===== config.mk =====
export PLATFORM = sky130hd
export DESIGN_NAME = clock_ratio_ctrl
export DESIGN_NICKNAME = d
export VERILOG_FILES = /design/src/clk_ratio_pkg.sv /design/src/ratio_decoder.sv /design/src/settle_timer.sv /design/src/clock_ratio_ctrl.sv
export SDC_FILE = /design/constraint.sdc
export NUM_CORES = 1
export LEC_CHECK = 0
export ABC_AREA = 1
export CAP_MARGIN = 10
export CELL_PAD_IN_SITES_DETAIL_PLACEMENT = 1
export CELL_PAD_IN_SITES_GLOBAL_PLACEMENT = 2
export CORE_ASPECT_RATIO = 1.1
export CORE_MARGIN = 4
export CORE_UTILIZATION = 33
export DETAILED_ROUTE_END_ITERATION = 10
export DONT_BUFFER_PORTS = 1
export GPL_ROUTABILITY_DRIVEN = 0
export PLACE_DENSITY = 0.79
export SETUP_SLACK_MARGIN = 0.15
export SLEW_MARGIN = 20
export SYNTH_ARGS = -nofsm -noshare
export SYNTH_HDL_FRONTEND = slang
export SYNTH_SLANG_ARGS = --single-unit

===== constraint.sdc =====
create_clock -name REF_CLK -period 2.2 [get_ports REF_CLK]
set_input_delay 0 -clock REF_CLK [delete_from_list [all_inputs] [get_ports REF_CLK]]
set_output_delay 0 -clock REF_CLK [all_outputs]
set_load 0.05 [all_outputs]

===== src/clk_ratio_pkg.sv =====
// constants, types and register map shared by the clock ratio control block
package clk_ratio_pkg;

    localparam int CLK_HZ = 20_000_000;

    // register byte offsets on the bus
    localparam logic [3:0] OFF_RATIO = 4'h0;
    localparam logic [3:0] OFF_WDSETUP = 4'h4;
    localparam logic [3:0] OFF_STATUS = 4'h8;

    // clock_ratio_control fields
    localparam int BIT_PLL2_BYP = 7;
    localparam int BIT_PLL1_BYP = 6;
    localparam int BIT_TRIS = 5;
    localparam int BIT_RSVD = 4;
    localparam int FR_MSB = 3;
    localparam int FR_LSB = 0;

    // reset values per clock mode
    localparam logic [7:0] RST_MODE01 = 8'h00;
    localparam logic [7:0] RST_MODE2 = 8'h40;
    localparam logic [7:0] RST_MODE3 = 8'h60;
    localparam logic [7:0] RST_MODE45 = 8'hA6;
    localparam logic [7:0] RST_MODE6 = 8'hE0;

    // watchdog_ctrl_status shadow fields
    localparam int WD_CKS_LSB = 0;
    localparam int WD_CKS_W = 3;
    localparam int WD_TMODE_BIT = 5;
    localparam int WD_EN_BIT = 7;
    localparam logic [7:0] WD_SETUP_RST = 8'h00;

    // whole-device halt after a ratio write, in peripheral clock cycles
    localparam int HALT_PCLK_CYCLES = 5;
    localparam logic [2:0] HALT_CYCLES = 3'(HALT_PCLK_CYCLES);

    localparam int SETTLE_CNT_W = 8;
    localparam logic [SETTLE_CNT_W-1:0] SETTLE_CNT_MAX = 8'hFF;

    localparam logic [2:0] MODE0 = 3'h0;
    localparam logic [2:0] MODE1 = 3'h1;
    localparam logic [2:0] MODE2 = 3'h2;
    localparam logic [2:0] MODE3 = 3'h3;
    localparam logic [2:0] MODE4 = 3'h4;
    localparam logic [2:0] MODE5 = 3'h5;
    localparam logic [2:0] MODE6 = 3'h6;

    typedef enum logic [2:0] {
        R_QUARTER = 3'b000,
        R_HALF = 3'b001,
        R_ONE = 3'b010,
        R_TWO = 3'b011,
        R_FOUR = 3'b100
    } ratio_t;

    typedef enum logic [2:0] {
        INIT_SYNC = 3'b000,
        INIT_SETTLE = 3'b001,
        INIT_LOAD = 3'b010,
        INIT_APPLY = 3'b011,
        INIT_DONE = 3'b100
    } init_t;

endpackage


===== src/ratio_decoder.sv =====
// decodes mode, loop bypass bits and ratio_select into clock multipliers
module ratio_decoder import clk_ratio_pkg::*; (
    input wire logic [2:0] mode,
    input wire logic [7:0] ratio,
    output logic legal,
    output ratio_t base,
    output ratio_t core,
    output ratio_t bus,
    output ratio_t peri
);
    logic p1_run;
    logic p2_run;
    logic [3:0] fr;

    task automatic set4(input ratio_t b, input ratio_t c, input ratio_t e, input ratio_t p);
        legal = 1'b1;
        base = b;
        core = c;
        bus = e;
        peri = p;
    endtask

    always_comb begin
        p1_run = !ratio[BIT_PLL1_BYP];
        p2_run = !ratio[BIT_PLL2_BYP];
        fr = ratio[FR_MSB:FR_LSB];
        legal = 1'b0;
        base = R_ONE;
        core = R_ONE;
        bus = R_ONE;
        peri = R_ONE;
        if (p1_run && p2_run && mode <= MODE1) begin
            case (fr)
                4'h0: set4(R_FOUR, R_ONE, R_ONE, R_ONE);
                4'h4: set4(R_FOUR, R_TWO, R_ONE, R_ONE);
                4'h5: set4(R_FOUR, R_TWO, R_TWO, R_ONE);
                4'h6: set4(R_FOUR, R_TWO, R_TWO, R_TWO);
                4'h8: set4(R_FOUR, R_FOUR, R_ONE, R_ONE);
                4'h9: set4(R_FOUR, R_FOUR, R_TWO, R_ONE);
                4'hA: set4(R_FOUR, R_FOUR, R_TWO, R_TWO);
                4'hC: set4(R_FOUR, R_FOUR, R_FOUR, R_ONE);
                4'hE: set4(R_FOUR, R_FOUR, R_FOUR, R_TWO);
                default: legal = 1'b0;
            endcase
        end else if (!p1_run && p2_run && mode <= MODE3) begin
            case (fr)
                4'h0: set4(R_ONE, R_ONE, R_ONE, R_ONE);
                4'h5: set4(R_TWO, R_TWO, R_TWO, R_ONE);
                4'h6: set4(R_TWO, R_TWO, R_TWO, R_TWO);
                4'hC: set4(R_FOUR, R_FOUR, R_FOUR, R_ONE);
                4'hE: set4(R_FOUR, R_FOUR, R_FOUR, R_TWO);
                default: legal = 1'b0;
            endcase
        end else if (p1_run && !p2_run && mode <= MODE1) begin
            case (fr)
                4'h0: set4(R_FOUR, R_ONE, R_ONE, R_ONE);
                4'h4: set4(R_FOUR, R_TWO, R_ONE, R_ONE);
                4'h8: set4(R_FOUR, R_FOUR, R_ONE, R_ONE);
                default: legal = 1'b0;
            endcase
        end else if (p1_run && (mode == MODE4 || mode == MODE5)) begin
            case (fr)
                4'h5: set4(R_TWO, R_ONE, R_ONE, R_HALF);
                4'h6: set4(R_TWO, R_ONE, R_ONE, R_ONE);
                4'h9: set4(R_TWO, R_TWO, R_ONE, R_HALF);
                4'hA: set4(R_TWO, R_TWO, R_ONE, R_ONE);
                default: legal = 1'b0;
            endcase
        end else if (!p1_run && !p2_run && mode <= MODE6) begin
            case (fr)
                4'h0: set4(R_ONE, R_QUARTER, R_QUARTER, R_QUARTER);
                4'h4: set4(R_ONE, R_HALF, R_QUARTER, R_QUARTER);
                4'h5: set4(R_ONE, R_HALF, R_HALF, R_QUARTER);
                4'h6: set4(R_ONE, R_HALF, R_HALF, R_HALF);
                4'h8: set4(R_ONE, R_ONE, R_QUARTER, R_QUARTER);
                4'h9: set4(R_ONE, R_ONE, R_HALF, R_QUARTER);
                4'hA: set4(R_ONE, R_ONE, R_HALF, R_HALF);
                4'hC: set4(R_ONE, R_ONE, R_ONE, R_QUARTER);
                4'hE: set4(R_ONE, R_ONE, R_ONE, R_HALF);
                4'hF: set4(R_ONE, R_ONE, R_ONE, R_ONE);
                default: legal = 1'b0;
            endcase
        end
    end
endmodule // ratio_decoder


===== src/settle_timer.sv =====
// loop settling counter: prescaled 8-bit count, overflow ends settling
module settle_timer import clk_ratio_pkg::*; (
    input wire logic clk,
    input wire logic rst_n,
    input wire logic start,
    input wire logic [WD_CKS_W-1:0] sel,
    output logic busy,
    output logic overflow
);
    logic [SETTLE_CNT_W-1:0] pre_reg;
    logic [SETTLE_CNT_W-1:0] pre_next;
    logic [SETTLE_CNT_W-1:0] cnt_reg;
    logic [SETTLE_CNT_W-1:0] cnt_next;
    logic [SETTLE_CNT_W-1:0] mask;
    logic busy_reg;
    logic busy_next;
    logic tick;

    always_comb begin
        mask = SETTLE_CNT_W'((9'h002 << sel) - 9'h001);
        tick = busy_reg && ((pre_reg & mask) == mask);
        overflow = tick && (cnt_reg == SETTLE_CNT_MAX);
        pre_next = pre_reg;
        cnt_next = cnt_reg;
        busy_next = busy_reg;
        if (start) begin
            pre_next = '0;
            cnt_next = '0;
            busy_next = 1'b1;
        end else if (busy_reg) begin
            pre_next = SETTLE_CNT_W'(pre_reg + 8'h01);
            if (tick) begin
                cnt_next = SETTLE_CNT_W'(cnt_reg + 8'h01);
            end
            if (overflow) begin
                busy_next = 1'b0;
            end
        end
    end

    always_ff @(posedge clk or negedge rst_n) begin
        if (!rst_n) begin
            pre_reg <= '0;
            cnt_reg <= '0;
            busy_reg <= 1'b0;
        end else begin
            pre_reg <= pre_next;
            cnt_reg <= cnt_next;
            busy_reg <= busy_next;
        end
    end

    assign busy = busy_reg;
endmodule // settle_timer


===== src/clock_ratio_ctrl.sv =====
// clock ratio control: ratio register, change sequence, settling and apply
// Operation
// - tristate bit floats clock pin, not with loop one in modes 0-2; pin floats in modes 3-6
// - bit 4 reserved, reads zero
// - ratio_select only takes listed codes per mode; other codes are stored but start nothing
// - both loops running: base times four table
// - loop one bypassed, loop two running table
// - loop one only, modes 0/1: core table
// - modes 4/5 loop one: base times two
// - both loops bypassed: divided clock table
// - ratio write halts device five peripheral cycles
// - write starts settling timer, overflow applies ratios
// - settling overflow raises no watchdog events
// - sequence not followed: no timer, no change
// - clock pin unstable until loops settle
// - register reset only at power-on, mode dependent
// - reset values 00,40,60,A6,E0 by mode
// - bit 7 bypasses loop two, forced modes 4-6
// - bit 6 bypasses loop one, forced modes 2,3,6
//
// The Avalon-MM register port and the register addresses were decided locally.
module clock_ratio_ctrl import clk_ratio_pkg::*; (
    input wire logic REF_CLK,
    input wire logic RESETN,
    input wire logic [3:0] AVS_ADDRESS,
    input wire logic AVS_READ,
    input wire logic AVS_WRITE,
    input wire logic [31:0] AVS_WRITEDATA,
    input wire logic [3:0] AVS_BYTEENABLE,
    output logic [31:0] AVS_READDATA,
    output logic AVS_WAITREQUEST,
    input wire logic [2:0] CLOCK_MODE_PINS,
    input wire logic EXT_AREA_READ,
    input wire logic EXT_AREA_WRITE,
    output logic PLL1_ENABLE,
    output logic PLL2_ENABLE,
    output logic [2:0] BASE_RATIO,
    output logic [2:0] CORE_RATIO,
    output logic [2:0] BUS_RATIO,
    output logic [2:0] PERI_RATIO,
    output logic CLOCK_IO_PIN_OE,
    output logic CLOCK_IO_STABLE,
    output logic CHIP_HALT,
    output logic WDT_EVENT_MASK
);
    // mode pin inputs cross into REF_CLK through two flops
    logic [2:0] mode_s1_reg;
    logic [2:0] mode_reg;
    init_t init_reg;
    init_t init_next;
    logic [7:0] ratio_reg;
    logic [7:0] ratio_next;
    logic [7:0] wd_reg;
    logic [7:0] wd_next;
    logic armed_reg;
    logic armed_next;
    logic wait_reg;
    logic wait_next;
    logic [31:0] rdata_reg;
    logic [31:0] rdata_next;
    logic [2:0] halt_reg;
    logic [2:0] halt_next;
    logic halt_out_reg;
    logic oe_reg;
    logic oe_next;
    logic stable_reg;
    logic mask_reg;
    logic pll1_reg;
    logic pll2_reg;
    ratio_t base_reg;
    ratio_t core_reg;
    ratio_t bus_reg;
    ratio_t peri_reg;
    logic apply;
    logic req;
    logic ready;
    logic commit;
    logic wr_ratio;
    logic wr_wd;
    logic start;
    logic wd_ok;
    logic busy;
    logic ovf;
    logic legal;
    ratio_t dec_base;
    ratio_t dec_core;
    ratio_t dec_bus;
    ratio_t dec_peri;

    function automatic logic [7:0] force_bits(input logic [7:0] v, input logic [2:0] m);
        logic [7:0] r;
        r = v;
        r[BIT_RSVD] = 1'b0;
        if (m >= MODE4) begin
            r[BIT_PLL2_BYP] = 1'b1;
            r[BIT_TRIS] = 1'b1;
        end
        if (m == MODE2 || m == MODE3 || m == MODE6) begin
            r[BIT_PLL1_BYP] = 1'b1;
        end
        return r;
    endfunction

    function automatic logic [7:0] reset_value(input logic [2:0] m);
        logic [7:0] r;
        r = RST_MODE01;
        case (m)
            MODE2: r = RST_MODE2;
            MODE3: r = RST_MODE3;
            MODE4, MODE5: r = RST_MODE45;
            MODE6: r = RST_MODE6;
            default: r = RST_MODE01;
        endcase
        return r;
    endfunction

    ratio_decoder u_decoder (
        .mode(mode_reg),
        .ratio(ratio_next),
        .legal(legal),
        .base(dec_base),
        .core(dec_core),
        .bus(dec_bus),
        .peri(dec_peri)
    );

    settle_timer u_timer (
        .clk(REF_CLK),
        .rst_n(RESETN),
        .start(start),
        .sel(wd_reg[WD_CKS_LSB +: WD_CKS_W]),
        .busy(busy),
        .overflow(ovf)
    );

    // bus slave: waitrequest high for at least one cycle (longer during init or halt, and for ratio writes during settling), then low for one
    always_comb begin
        req = AVS_READ || AVS_WRITE;
        // ratio writes wait out a settling period; all access waits out the halt
        ready = (init_reg == INIT_DONE) && (halt_reg == 3'h0)
            && !(AVS_WRITE && AVS_ADDRESS == OFF_RATIO && busy);
        commit = req && !wait_reg;
        wait_next = !(req && wait_reg && ready);
        rdata_next = rdata_reg;
        if (req && wait_reg && ready) begin
            case (AVS_ADDRESS)
                OFF_RATIO: rdata_next = {24'h000000, ratio_reg};
                OFF_WDSETUP: rdata_next = {24'h000000, wd_reg};
                OFF_STATUS: rdata_next = {17'h00000, peri_reg, bus_reg, core_reg, base_reg,
                    halt_out_reg, armed_reg, busy};
                default: rdata_next = 32'h00000000;
            endcase
        end
        wr_ratio = commit && AVS_WRITE && AVS_ADDRESS == OFF_RATIO && AVS_BYTEENABLE[0];
        wr_wd = commit && AVS_WRITE && AVS_ADDRESS == OFF_WDSETUP && AVS_BYTEENABLE[0];
    end

    // change sequence and register updates
    always_comb begin
        wd_ok = !wd_reg[WD_TMODE_BIT] && !wd_reg[WD_EN_BIT];
        init_next = init_reg;
        ratio_next = ratio_reg;
        apply = 1'b0;
        unique case (init_reg)
            INIT_SYNC: init_next = INIT_SETTLE;
            INIT_SETTLE: init_next = INIT_LOAD;
            INIT_LOAD: begin
                ratio_next = force_bits(reset_value(mode_reg), mode_reg);
                init_next = INIT_APPLY;
            end
            INIT_APPLY: begin
                apply = 1'b1;
                init_next = INIT_DONE;
            end
            INIT_DONE: init_next = INIT_DONE;
            default: init_next = INIT_SYNC;
        endcase
        if (wr_ratio) begin
            ratio_next = force_bits(AVS_WRITEDATA[7:0], mode_reg);
        end
        // without the full sequence the value is stored but never switched in
        start = wr_ratio && armed_reg && wd_ok && legal;
        if (ovf) begin
            apply = 1'b1;
        end
        wd_next = wr_wd ? AVS_WRITEDATA[7:0] : wd_reg;
        // a dummy read arms; an external write or the ratio write disarms; read wins
        armed_next = armed_reg;
        if (EXT_AREA_WRITE || wr_ratio) begin
            armed_next = 1'b0;
        end
        if (EXT_AREA_READ) begin
            armed_next = 1'b1;
        end
        halt_next = halt_reg;
        if (start) begin
            halt_next = HALT_CYCLES;
        end else if (halt_reg != 3'h0) begin
            halt_next = 3'(halt_reg - 3'h1);
        end
        oe_next = mode_reg <= MODE2
            && (!ratio_reg[BIT_TRIS] || !ratio_reg[BIT_PLL1_BYP]);
    end

    always_ff @(posedge REF_CLK or negedge RESETN) begin
        if (!RESETN) begin
            mode_s1_reg <= 3'h0;
            mode_reg <= 3'h0;
            init_reg <= INIT_SYNC;
            ratio_reg <= RST_MODE01;
            wd_reg <= WD_SETUP_RST;
            armed_reg <= 1'b0;
            wait_reg <= 1'b1;
            rdata_reg <= 32'h00000000;
            halt_reg <= 3'h0;
            halt_out_reg <= 1'b0;
            oe_reg <= 1'b0;
            stable_reg <= 1'b0;
            mask_reg <= 1'b0;
            pll1_reg <= 1'b0;
            pll2_reg <= 1'b0;
            base_reg <= R_ONE;
            core_reg <= R_ONE;
            bus_reg <= R_ONE;
            peri_reg <= R_ONE;
        end else begin
            mode_s1_reg <= CLOCK_MODE_PINS;
            mode_reg <= mode_s1_reg;
            init_reg <= init_next;
            ratio_reg <= ratio_next;
            wd_reg <= wd_next;
            armed_reg <= armed_next;
            wait_reg <= wait_next;
            rdata_reg <= rdata_next;
            halt_reg <= halt_next;
            halt_out_reg <= halt_next != 3'h0;
            oe_reg <= oe_next;
            stable_reg <= !busy && init_reg == INIT_DONE;
            mask_reg <= busy;
            if (apply) begin
                pll1_reg <= !ratio_next[BIT_PLL1_BYP];
                pll2_reg <= !ratio_next[BIT_PLL2_BYP];
                base_reg <= dec_base;
                core_reg <= dec_core;
                bus_reg <= dec_bus;
                peri_reg <= dec_peri;
            end
        end
    end

    assign AVS_READDATA = rdata_reg;
    assign AVS_WAITREQUEST = wait_reg;
    assign PLL1_ENABLE = pll1_reg;
    assign PLL2_ENABLE = pll2_reg;
    assign BASE_RATIO = base_reg;
    assign CORE_RATIO = core_reg;
    assign BUS_RATIO = bus_reg;
    assign PERI_RATIO = peri_reg;
    assign CLOCK_IO_PIN_OE = oe_reg;
    assign CLOCK_IO_STABLE = stable_reg;
    assign CHIP_HALT = halt_out_reg;
    assign WDT_EVENT_MASK = mask_reg;

    property p_rsvd_zero;
        @(posedge REF_CLK) disable iff (!RESETN)
        (AVS_READ && !AVS_WAITREQUEST && $past(AVS_ADDRESS) == OFF_RATIO)
            |-> !AVS_READDATA[BIT_RSVD];
    endproperty
    a_rsvd_zero: assert property (p_rsvd_zero) else $error("reserved bit read as one");

    property p_halt_len;
        @(posedge REF_CLK) disable iff (!RESETN)
        start |=> CHIP_HALT [*5] ##1 !CHIP_HALT;
    endproperty
    a_halt_len: assert property (p_halt_len) else $error("halt not five cycles");

    property p_no_start;
        @(posedge REF_CLK) disable iff (!RESETN)
        (wr_ratio && (!armed_reg || !wd_ok)) |=> !busy && !CHIP_HALT;
    endproperty
    a_no_start: assert property (p_no_start) else $error("timer started without sequence");

    property p_start_runs;
        @(posedge REF_CLK) disable iff (!RESETN)
        start |=> busy ##1 (busy && !CLOCK_IO_STABLE) ##1 !CLOCK_IO_STABLE;
    endproperty
    a_start_runs: assert property (p_start_runs) else $error("settling did not begin");

    property p_hold_ratio;
        @(posedge REF_CLK) disable iff (!RESETN)
        (init_reg == INIT_DONE && $past(init_reg) == INIT_DONE && !$past(ovf))
            |-> $stable(CORE_RATIO) && $stable(PERI_RATIO);
    endproperty
    a_hold_ratio: assert property (p_hold_ratio) else $error("ratio changed without overflow");

    property p_mask;
        @(posedge REF_CLK) disable iff (!RESETN)
        ovf |=> WDT_EVENT_MASK ##1 !WDT_EVENT_MASK;
    endproperty
    a_mask: assert property (p_mask) else $error("event mask wrong at overflow");

    property p_forced_two;
        @(posedge REF_CLK) disable iff (!RESETN)
        (init_reg == INIT_DONE && mode_reg >= MODE4)
            |-> ratio_reg[BIT_PLL2_BYP] && ratio_reg[BIT_TRIS];
    endproperty
    a_forced_two: assert property (p_forced_two) else $error("loop two bit not forced");

    property p_forced_one;
        @(posedge REF_CLK) disable iff (!RESETN)
        (init_reg == INIT_DONE && (mode_reg == MODE2 || mode_reg == MODE3 || mode_reg == MODE6))
            |-> ratio_reg[BIT_PLL1_BYP];
    endproperty
    a_forced_one: assert property (p_forced_one) else $error("loop one bit not forced");

    property p_pin_drive;
        @(posedge REF_CLK) disable iff (!RESETN)
        (mode_reg <= MODE2 && !ratio_reg[BIT_PLL1_BYP] && $stable(mode_reg))
            |=> CLOCK_IO_PIN_OE;
    endproperty
    a_pin_drive: assert property (p_pin_drive) else $error("pin floated with loop one");

endmodule // clock_ratio_ctrl


==> After elaboration in Yosys (flattened, before gate mapping) <==
Index checks and enable logic that the tools add are counted.
{ "totals": {"regBits": 97, "latchBits": 0, "ramBits": 0, "romBits": 0, "output_inout_bits": 51, "mem_count": 0} }
{ "classes": {"addsub": 4, "mul": 0, "div_mod_pow": 0, "magnitude_cmp": 5, "eq_ne": 22, "shifts": 1, "n_mux": 68, "bitwise_logic": 1, "reduce_logical": 72} }
{ "ops": {"columns": ["operator", "n"], "rows": [
  ["$mux W3", 22],
  ["$mux W8", 7],
  ["$pmux W15 S3", 1],
  ["$pmux W8 S4", 1],
  ["$logic_and A1 B1 Y1", 29],
  ["$eq A4 B4 Y1 const B", 7],
  ["$mux W1", 28],
  ["$pmux W3 S2", 4],
  ["$add A8 B1 Y8 const B", 2],
  ["$eq A4 B3 Y1 const B", 4],
  ["$reduce_or A2 Y1", 7],
  ["$eq A3 B2 Y1 const B", 4],
  ["$eq A3 B3 Y1 const B", 4],
  ["$pmux W2 S2", 3],
  ["$pmux W3 S4", 1],
  ["$logic_not A1 Y1", 10],
  ["$reduce_or A10 Y1", 1],
  ["$reduce_or A5 Y1", 2],
  ["$reduce_or A3 Y1", 3],
  ["$reduce_or A9 Y1", 1],
  ["$and A8 B8 Y8", 1],
  ["$eq A8 B8 Y1", 1],
  ["$eq A8 B8 Y1 const B", 1],
  ["$logic_not A4 Y1", 2],
  ["16 further kinds", 27]
]} }

==> Logic depth before layout (Yosys ltp) <==
{ "logic_depth": {"word_depth": 17, "ltp_mapped": 16, "ltp_nobuf": 16} }

==> Cells and area by module <==
A second synthesis with hierarchy kept.
{ "unflattened": {"cells_unflattened": 592, "hier_area_um2": 4489.3} }
{ "by_module_without_submodules": {"columns": ["module", "instances", "cells_each", "area_each_um2", "seq_area_each_um2"], "rows": [
  ["clock_ratio_ctrl", 1, 341, 2937.8, 1582.8],
  ["settle_timer", 1, 156, 1118.6, 425.4],
  ["ratio_decoder", 1, 95, 432.9, 0.0]
]} }

==> Worst setup path before layout <==
Ideal clock, no wire load.
{ "synth_timing": {"path_type": "register to register", "startpoint": "register wait_reg, in the netlist AVS_WAITREQUEST", "endpoint": "register u_timer.cnt_reg[5]", "setup_ns": 0.123, "t_arrival_ns": 2.200, "t_required_ns": 2.077, "slack_ns": -0.124, "path_stages_with_launch": 14, "path_buffers": 2, "synth_period_minus_slack_ns": 2.324, "path_cell_list": "dfstp_2 > inv_1 > nand3_1 > nor2_8 > buf_6 > nand3_1 > nand2_2 > nor3_1 > nand2_1 > nand3_2 > nand2_2 > nand2_4 > buf_8 > a21oi_2"} }
{ "synth_between": {"elab_chain_len": 17, "elab_cells_between_ends": 49, "classes_between": "9 x eq/ne; 12 x mux; 28 x reduce/logical"} }
{ "synth_rtl": {"columns": ["item", "line", "rtl"], "rows": [
  ["from (decl)", "clock_ratio_ctrl.sv:57", "logic wait_reg;"],
  ["from (signal assigned)", "clock_ratio_ctrl.sv:233", "wait_reg <= wait_next;"],
  ["$logic_not A1 Y1 *", "clock_ratio_ctrl.sv:142", "commit = req && !wait_reg;"],
  ["$logic_and A1 B1 Y1 *", "clock_ratio_ctrl.sv:142", null],
  ["$logic_and A1 B1 Y1 * (3 in series)", "clock_ratio_ctrl.sv:154", "wr_ratio = commit && AVS_WRITE && AVS_ADDRESS == OFF_RATIO && AVS_BYTEENABLE[0];"],
  ["$mux W8", "clock_ratio_ctrl.sv:178", "if (wr_ratio) begin"],
  ["$eq A4 B3 Y1 (tied with other cells)", "ratio_decoder.sv:33, ratio_decoder.sv:55, ratio_decoder.sv:70", null],
  ["$reduce_or A10 Y1 (no source line)", null, null],
  ["$mux W1", "ratio_decoder.sv:70", "case (fr)"],
  ["$mux W1", "ratio_decoder.sv:69", "end else if (!p1_run && !p2_run && mode <= MODE6) begin"],
  ["$mux W1", "ratio_decoder.sv:61", "end else if (p1_run && (mode == MODE4 || mode == MODE5)) begin"],
  ["$mux W1", "ratio_decoder.sv:54", "end else if (p1_run && !p2_run && mode <= MODE1) begin"],
  ["$mux W1", "ratio_decoder.sv:45", "end else if (!p1_run && p2_run && mode <= MODE3) begin"],
  ["$mux W1", "ratio_decoder.sv:32", "if (p1_run && p2_run && mode <= MODE1) begin"],
  ["$logic_and A1 B1 Y1 *", "clock_ratio_ctrl.sv:182", "start = wr_ratio && armed_reg && wd_ok && legal;"],
  ["$reduce_bool A2 Y1 (no source line)", null, null],
  ["$reduce_and A2 Y1 (no source line)", null, null],
  ["to (signal assigned)", "settle_timer.sv:48", "cnt_reg <= cnt_next;"],
  ["to (decl)", "settle_timer.sv:12", "logic [SETTLE_CNT_W-1:0] cnt_reg;"]
]} }
Every way passes the cells marked *; elsewhere a longest branch is shown, timed or not.
A chain may end at the register's enable or synchronous reset.

==> Worst setup path after layout <==
{ "layout_timing": {"startpoint": "register wait_reg, in the netlist AVS_WAITREQUEST", "endpoint": "register u_timer.cnt_reg[4]"} }
{ "layout_between": {"elab_chain_len": 17, "elab_cells_between_ends": 49, "classes_between": "9 x eq/ne; 12 x mux; 28 x reduce/logical"} }
{ "layout_rtl": {"columns": ["item", "line", "rtl"], "rows": [
  ["$logic_not A1 Y1 *", "clock_ratio_ctrl.sv:142", null],
  ["$logic_and A1 B1 Y1 *", "clock_ratio_ctrl.sv:142", null],
  ["$logic_and A1 B1 Y1 * (3 in series)", "clock_ratio_ctrl.sv:154", null],
  ["$mux W8 *", "clock_ratio_ctrl.sv:178", null],
  ["via ratio_next[3]", "clock_ratio_ctrl.sv:52", "logic [7:0] ratio_next;"],
  ["$eq A4 B3 Y1 (tied with other cells)", "ratio_decoder.sv:33, ratio_decoder.sv:55, ratio_decoder.sv:70", null],
  ["$reduce_or A10 Y1 (no source line)", null, null],
  ["$mux W1", "ratio_decoder.sv:70", null],
  ["$mux W1", "ratio_decoder.sv:69", null],
  ["$mux W1", "ratio_decoder.sv:61", null],
  ["$mux W1", "ratio_decoder.sv:54", null],
  ["$mux W1", "ratio_decoder.sv:45", null],
  ["$mux W1 *", "ratio_decoder.sv:32", null],
  ["$logic_and A1 B1 Y1 *", "clock_ratio_ctrl.sv:182", null],
  ["$reduce_bool A2 Y1 (no source line)", null, null],
  ["$reduce_and A2 Y1 (no source line)", null, null]
]} }
The timed path passes the listed nets; every way through them passes the cells marked *.

==> impl_results.md <==
* Status: completed
* Worst vdd ir at about 0.47 mV
* Clk sinks at 77
* Clk buf depth at 2
* Number of flip-flops under the largest register name at 14
* Power per cell area at 952 nW/um^2
* WP data required at around 2400 ps
* Num CTS Buffers at 9
* Tot GR Track Use at roughly a fifth
* Layout Cells excl Fill at 719
* Vias in the first global route at approximately 3900
* H-tree Lvls at 3
* DR vias/cell at 5.02
* Worst-Skew Late Latency at between 300 and 400 ps
* Synth Instances at 488
* Clk slew on worst S/H paths at approximately 60 ps
* Hold Path Class: input pin to flip-flop
* Distinct cells, synth at 44
* Die Span X at 114 microns
* IO Pins at 100
* CP Capture Type: flip-flop
* First-pass GRT wire length at a little over 20 mm
* Area delta synth->final at 36.4%
* Starting density of the core at 34.0%
* Remaining global-route overflow at 0
* Least-Margin Pin Slew at 614 ps
* Iteration-0 DRC Markers at 148
* Post-layout min period at about 2200 ps
* Largest net degree at the start of global routing at 78
* Achievable Freq at roughly 460 MHz
* CP arrival at about 2400 ps
* DR DRC count at 0
* EDFF count, synth at 0
* Initial antenna violation count at 0
* RSZ-0062 raised after global routing: true
* Setup TNS at 0 ps
* Pwr Total at between 5000 and 6000 uW
* Setup Viol. Count Final at 0
* Worst Path Class, Setup: flip-flop to flip-flop
* Full die area at between 10000 and 15000 sq um
* Die height at 125 microns
* Antenna cells at 0
* Synth top area cells: dfrtp_1 44%, nand2_1 11%, inv_1 4.8%
* Warnings from Yosys at 0
* Placeable Area at ~12000 sq um
* Clock skew at slightly above 7 ps
* Cell taking the most area after synthesis: dfrtp_1
* Synthesized flop and latch total at between 70 and 80
* Ys flop type: dfrtp_1
* Post-Route WL at 13.3 mm
* Min Hold Slack at approximately 0.36 ps
* Cells on worst reg2reg path at 15
* Synth top area share at 43.9%
* Post-placement worst setup slack at -39.0 ps
* Post-route ant nets at 0
* Ys async rst share at 100%
* Number of port buffers at 0
* Placed Cells at approximately 660
* Seq/Total Area, Yosys at 47.1%
* Drt wl/cell at approximately 18 microns
* DR vias at roughly 3600
* Leakage power at 0.00259 uW
* Max Cap Viol at 0
* Hold path cells at 3
* Final Cycle Share at 99.3%
* CTS tree: done
* DR pass1 iterations at 4
* Max-Slew Margin vs Limit at 58.7%
* Final Max Tran Viols at 0
* Setup slack after layout at between 15 and 20 ps
* Post-DP HPWL at roughly 8.8 mm
* Count of final hold-check violations at 0
* CP Max Fanout at 7
* Startpoint Class: flip-flop
* Layout cells sized above 1 at around a third
* CTS root buf: clkbuf_16
* # rows at 42
* Synthesized area per cell at 8.41 sq um
* Nets at 613
* Synth Cell Area at about 4100 sq um
==> metrics by stage <==
| step | util [%] | cell area (sq um) |
|---|---|---|
| after global placement | 37.2 | 4490 |
| after detailed placement | 37.2 | 4490 |
| after floorplan | - | 4270 |
| after CTS | 43.6 | 5270 |
| after global routing | 46.3 | 5600 |
| final | 46.3 | 5600 |
==> worst max-delay path: stages (launching register included) <==
cell and delay (ps):
dfstp_2 560, inv_2 60, nand3_4 110, nor2_8 80, buf_6 130, o21ai_4 170
nand2_2 110, nor2_4 130, nand2_2 70, nand2_2 90, nand2_2 80, nand3_2 90
nand2_4 90, nand2_8 120, buf_12 130, a21oi_2 50
==> repair_timing <==
item                       in CTS  in global routing
hold buffers                   16                  0
setup endpoints to repair      33                 43
gates cloned                    3                  0
hold endpoints to repair       95                  0
resized for setup              27                 62
pin swaps                      18                 27
buffers inserted               11                 14
==> layer usage <==
| metal | part of all wire [%] | global-route usage, % | vias up | routed length [microns] |
|---|---|---|---|---|
| met1 | 40 | 22.1 | 1818 | 5330 |
| li1 | - | - | 1706 | - |
| met4 | 2.0 | 8.04 | 0 | 263 |
| met2 | 54 | 32.0 | 66 | 7240 |
| met3 | 3.5 | 4.20 | 19 | 468 |
| met5 | 0 | 0 | - | 0 |
==> cell usage after synthesis, drive strengths merged, types with 2 or more instances <==
library cell / n
xnor2: 3
o31ai: 3
nand3b: 2
inv: 58
nand2: 132
nand3: 20
a221oi: 2
nor4: 3
dfrtp: 72
nor2: 43
nand4: 3
dfstp: 5
a21oi: 27
mux2i: 2
clkbuf: 5
o22ai: 7
nor3: 9
xor2: 7
o221ai: 2
o21ai: 40
mux2: 4
a21boi: 2
ha: 4
buf: 23
a31oi: 5
==> area by class of cell <==
| type | instances | area [sq um] |
|---|---|---|
| fill | 1394 | 6480 |
| multi-input combinational | 345 | 2210 |
| sequential | 77 | 1930 |
| timing repair buffer | 68 | 661 |
| clock buffer | 11 | 253 |
| inverter | 58 | 235 |
| tap | 154 | 193 |
| clock inverter | 5 | 106 |
| timing repair inverter | 1 | 7.51 |
==> final timing paths <==
check | startpoint | endpoint | slack [ps]
min | AVS_WRITE | AVS_WAITREQUEST | 0.4
max reg2reg | AVS_WAITREQUEST | u_timer.cnt_reg[4] | 20
max in group asynchronous | RESETN | CORE_RATIO[1] | 1620
min in group asynchronous | RESETN | u_timer.pre_reg[6] | 230
max | AVS_WAITREQUEST | u_timer.cnt_reg[4] | 20
min reg2reg | mode_s1_reg[1] | mode_reg[1] | 350
==> cells in the final DEF, fill, tap and decap left out, drive strengths merged, types with 4 or more instances in the layout <==
master | Yosys | final
a31oi | 5 | 5
dfstp | 5 | 5
xor2 | 7 | 7
o22ai | 7 | 7
clkinvlp | 0 | 4
dlygate4sd3 | 0 | 15
mux2 | 4 | 4
nor3 | 9 | 9
nor2 | 43 | 44
nand2 | 132 | 133
ha | 4 | 4
dfrtp | 72 | 72
a21oi | 27 | 27
buf | 23 | 53
inv | 58 | 55
nand3 | 20 | 20
o21ai | 40 | 40
clkbuf | 5 | 11
conb | 1 | 19
==> kinds of logic (layout without fill, tap and decap cells) <==
logic type                 count (synthesis)  after routing  share of synthesized area (%)
muxes                                      6              6                           1.58
buffers and inverters                     86            143                           10.1
AOI/OAI and AO/OA                         90             90                           13.2
DFF                                       77             77                           47.1
xor gates and xnor gates                  10             10                           2.13
other                                      1             19                         0.0913
adders and majority gates                  4              4                           1.22
and+or+nand+nor                          214            216                           24.6
==> power breakdown <==
group | leakage [uW] | switching [uW] | internal (uW)
Sequential | 0.000995 | 421 | 1610
Combinational | 0.00142 | 902 | 590
Clock | 0.000172 | 633 | 1170
Total | 0.00259 | 1960 | 3380
Power figures use the tool's default switching activity.
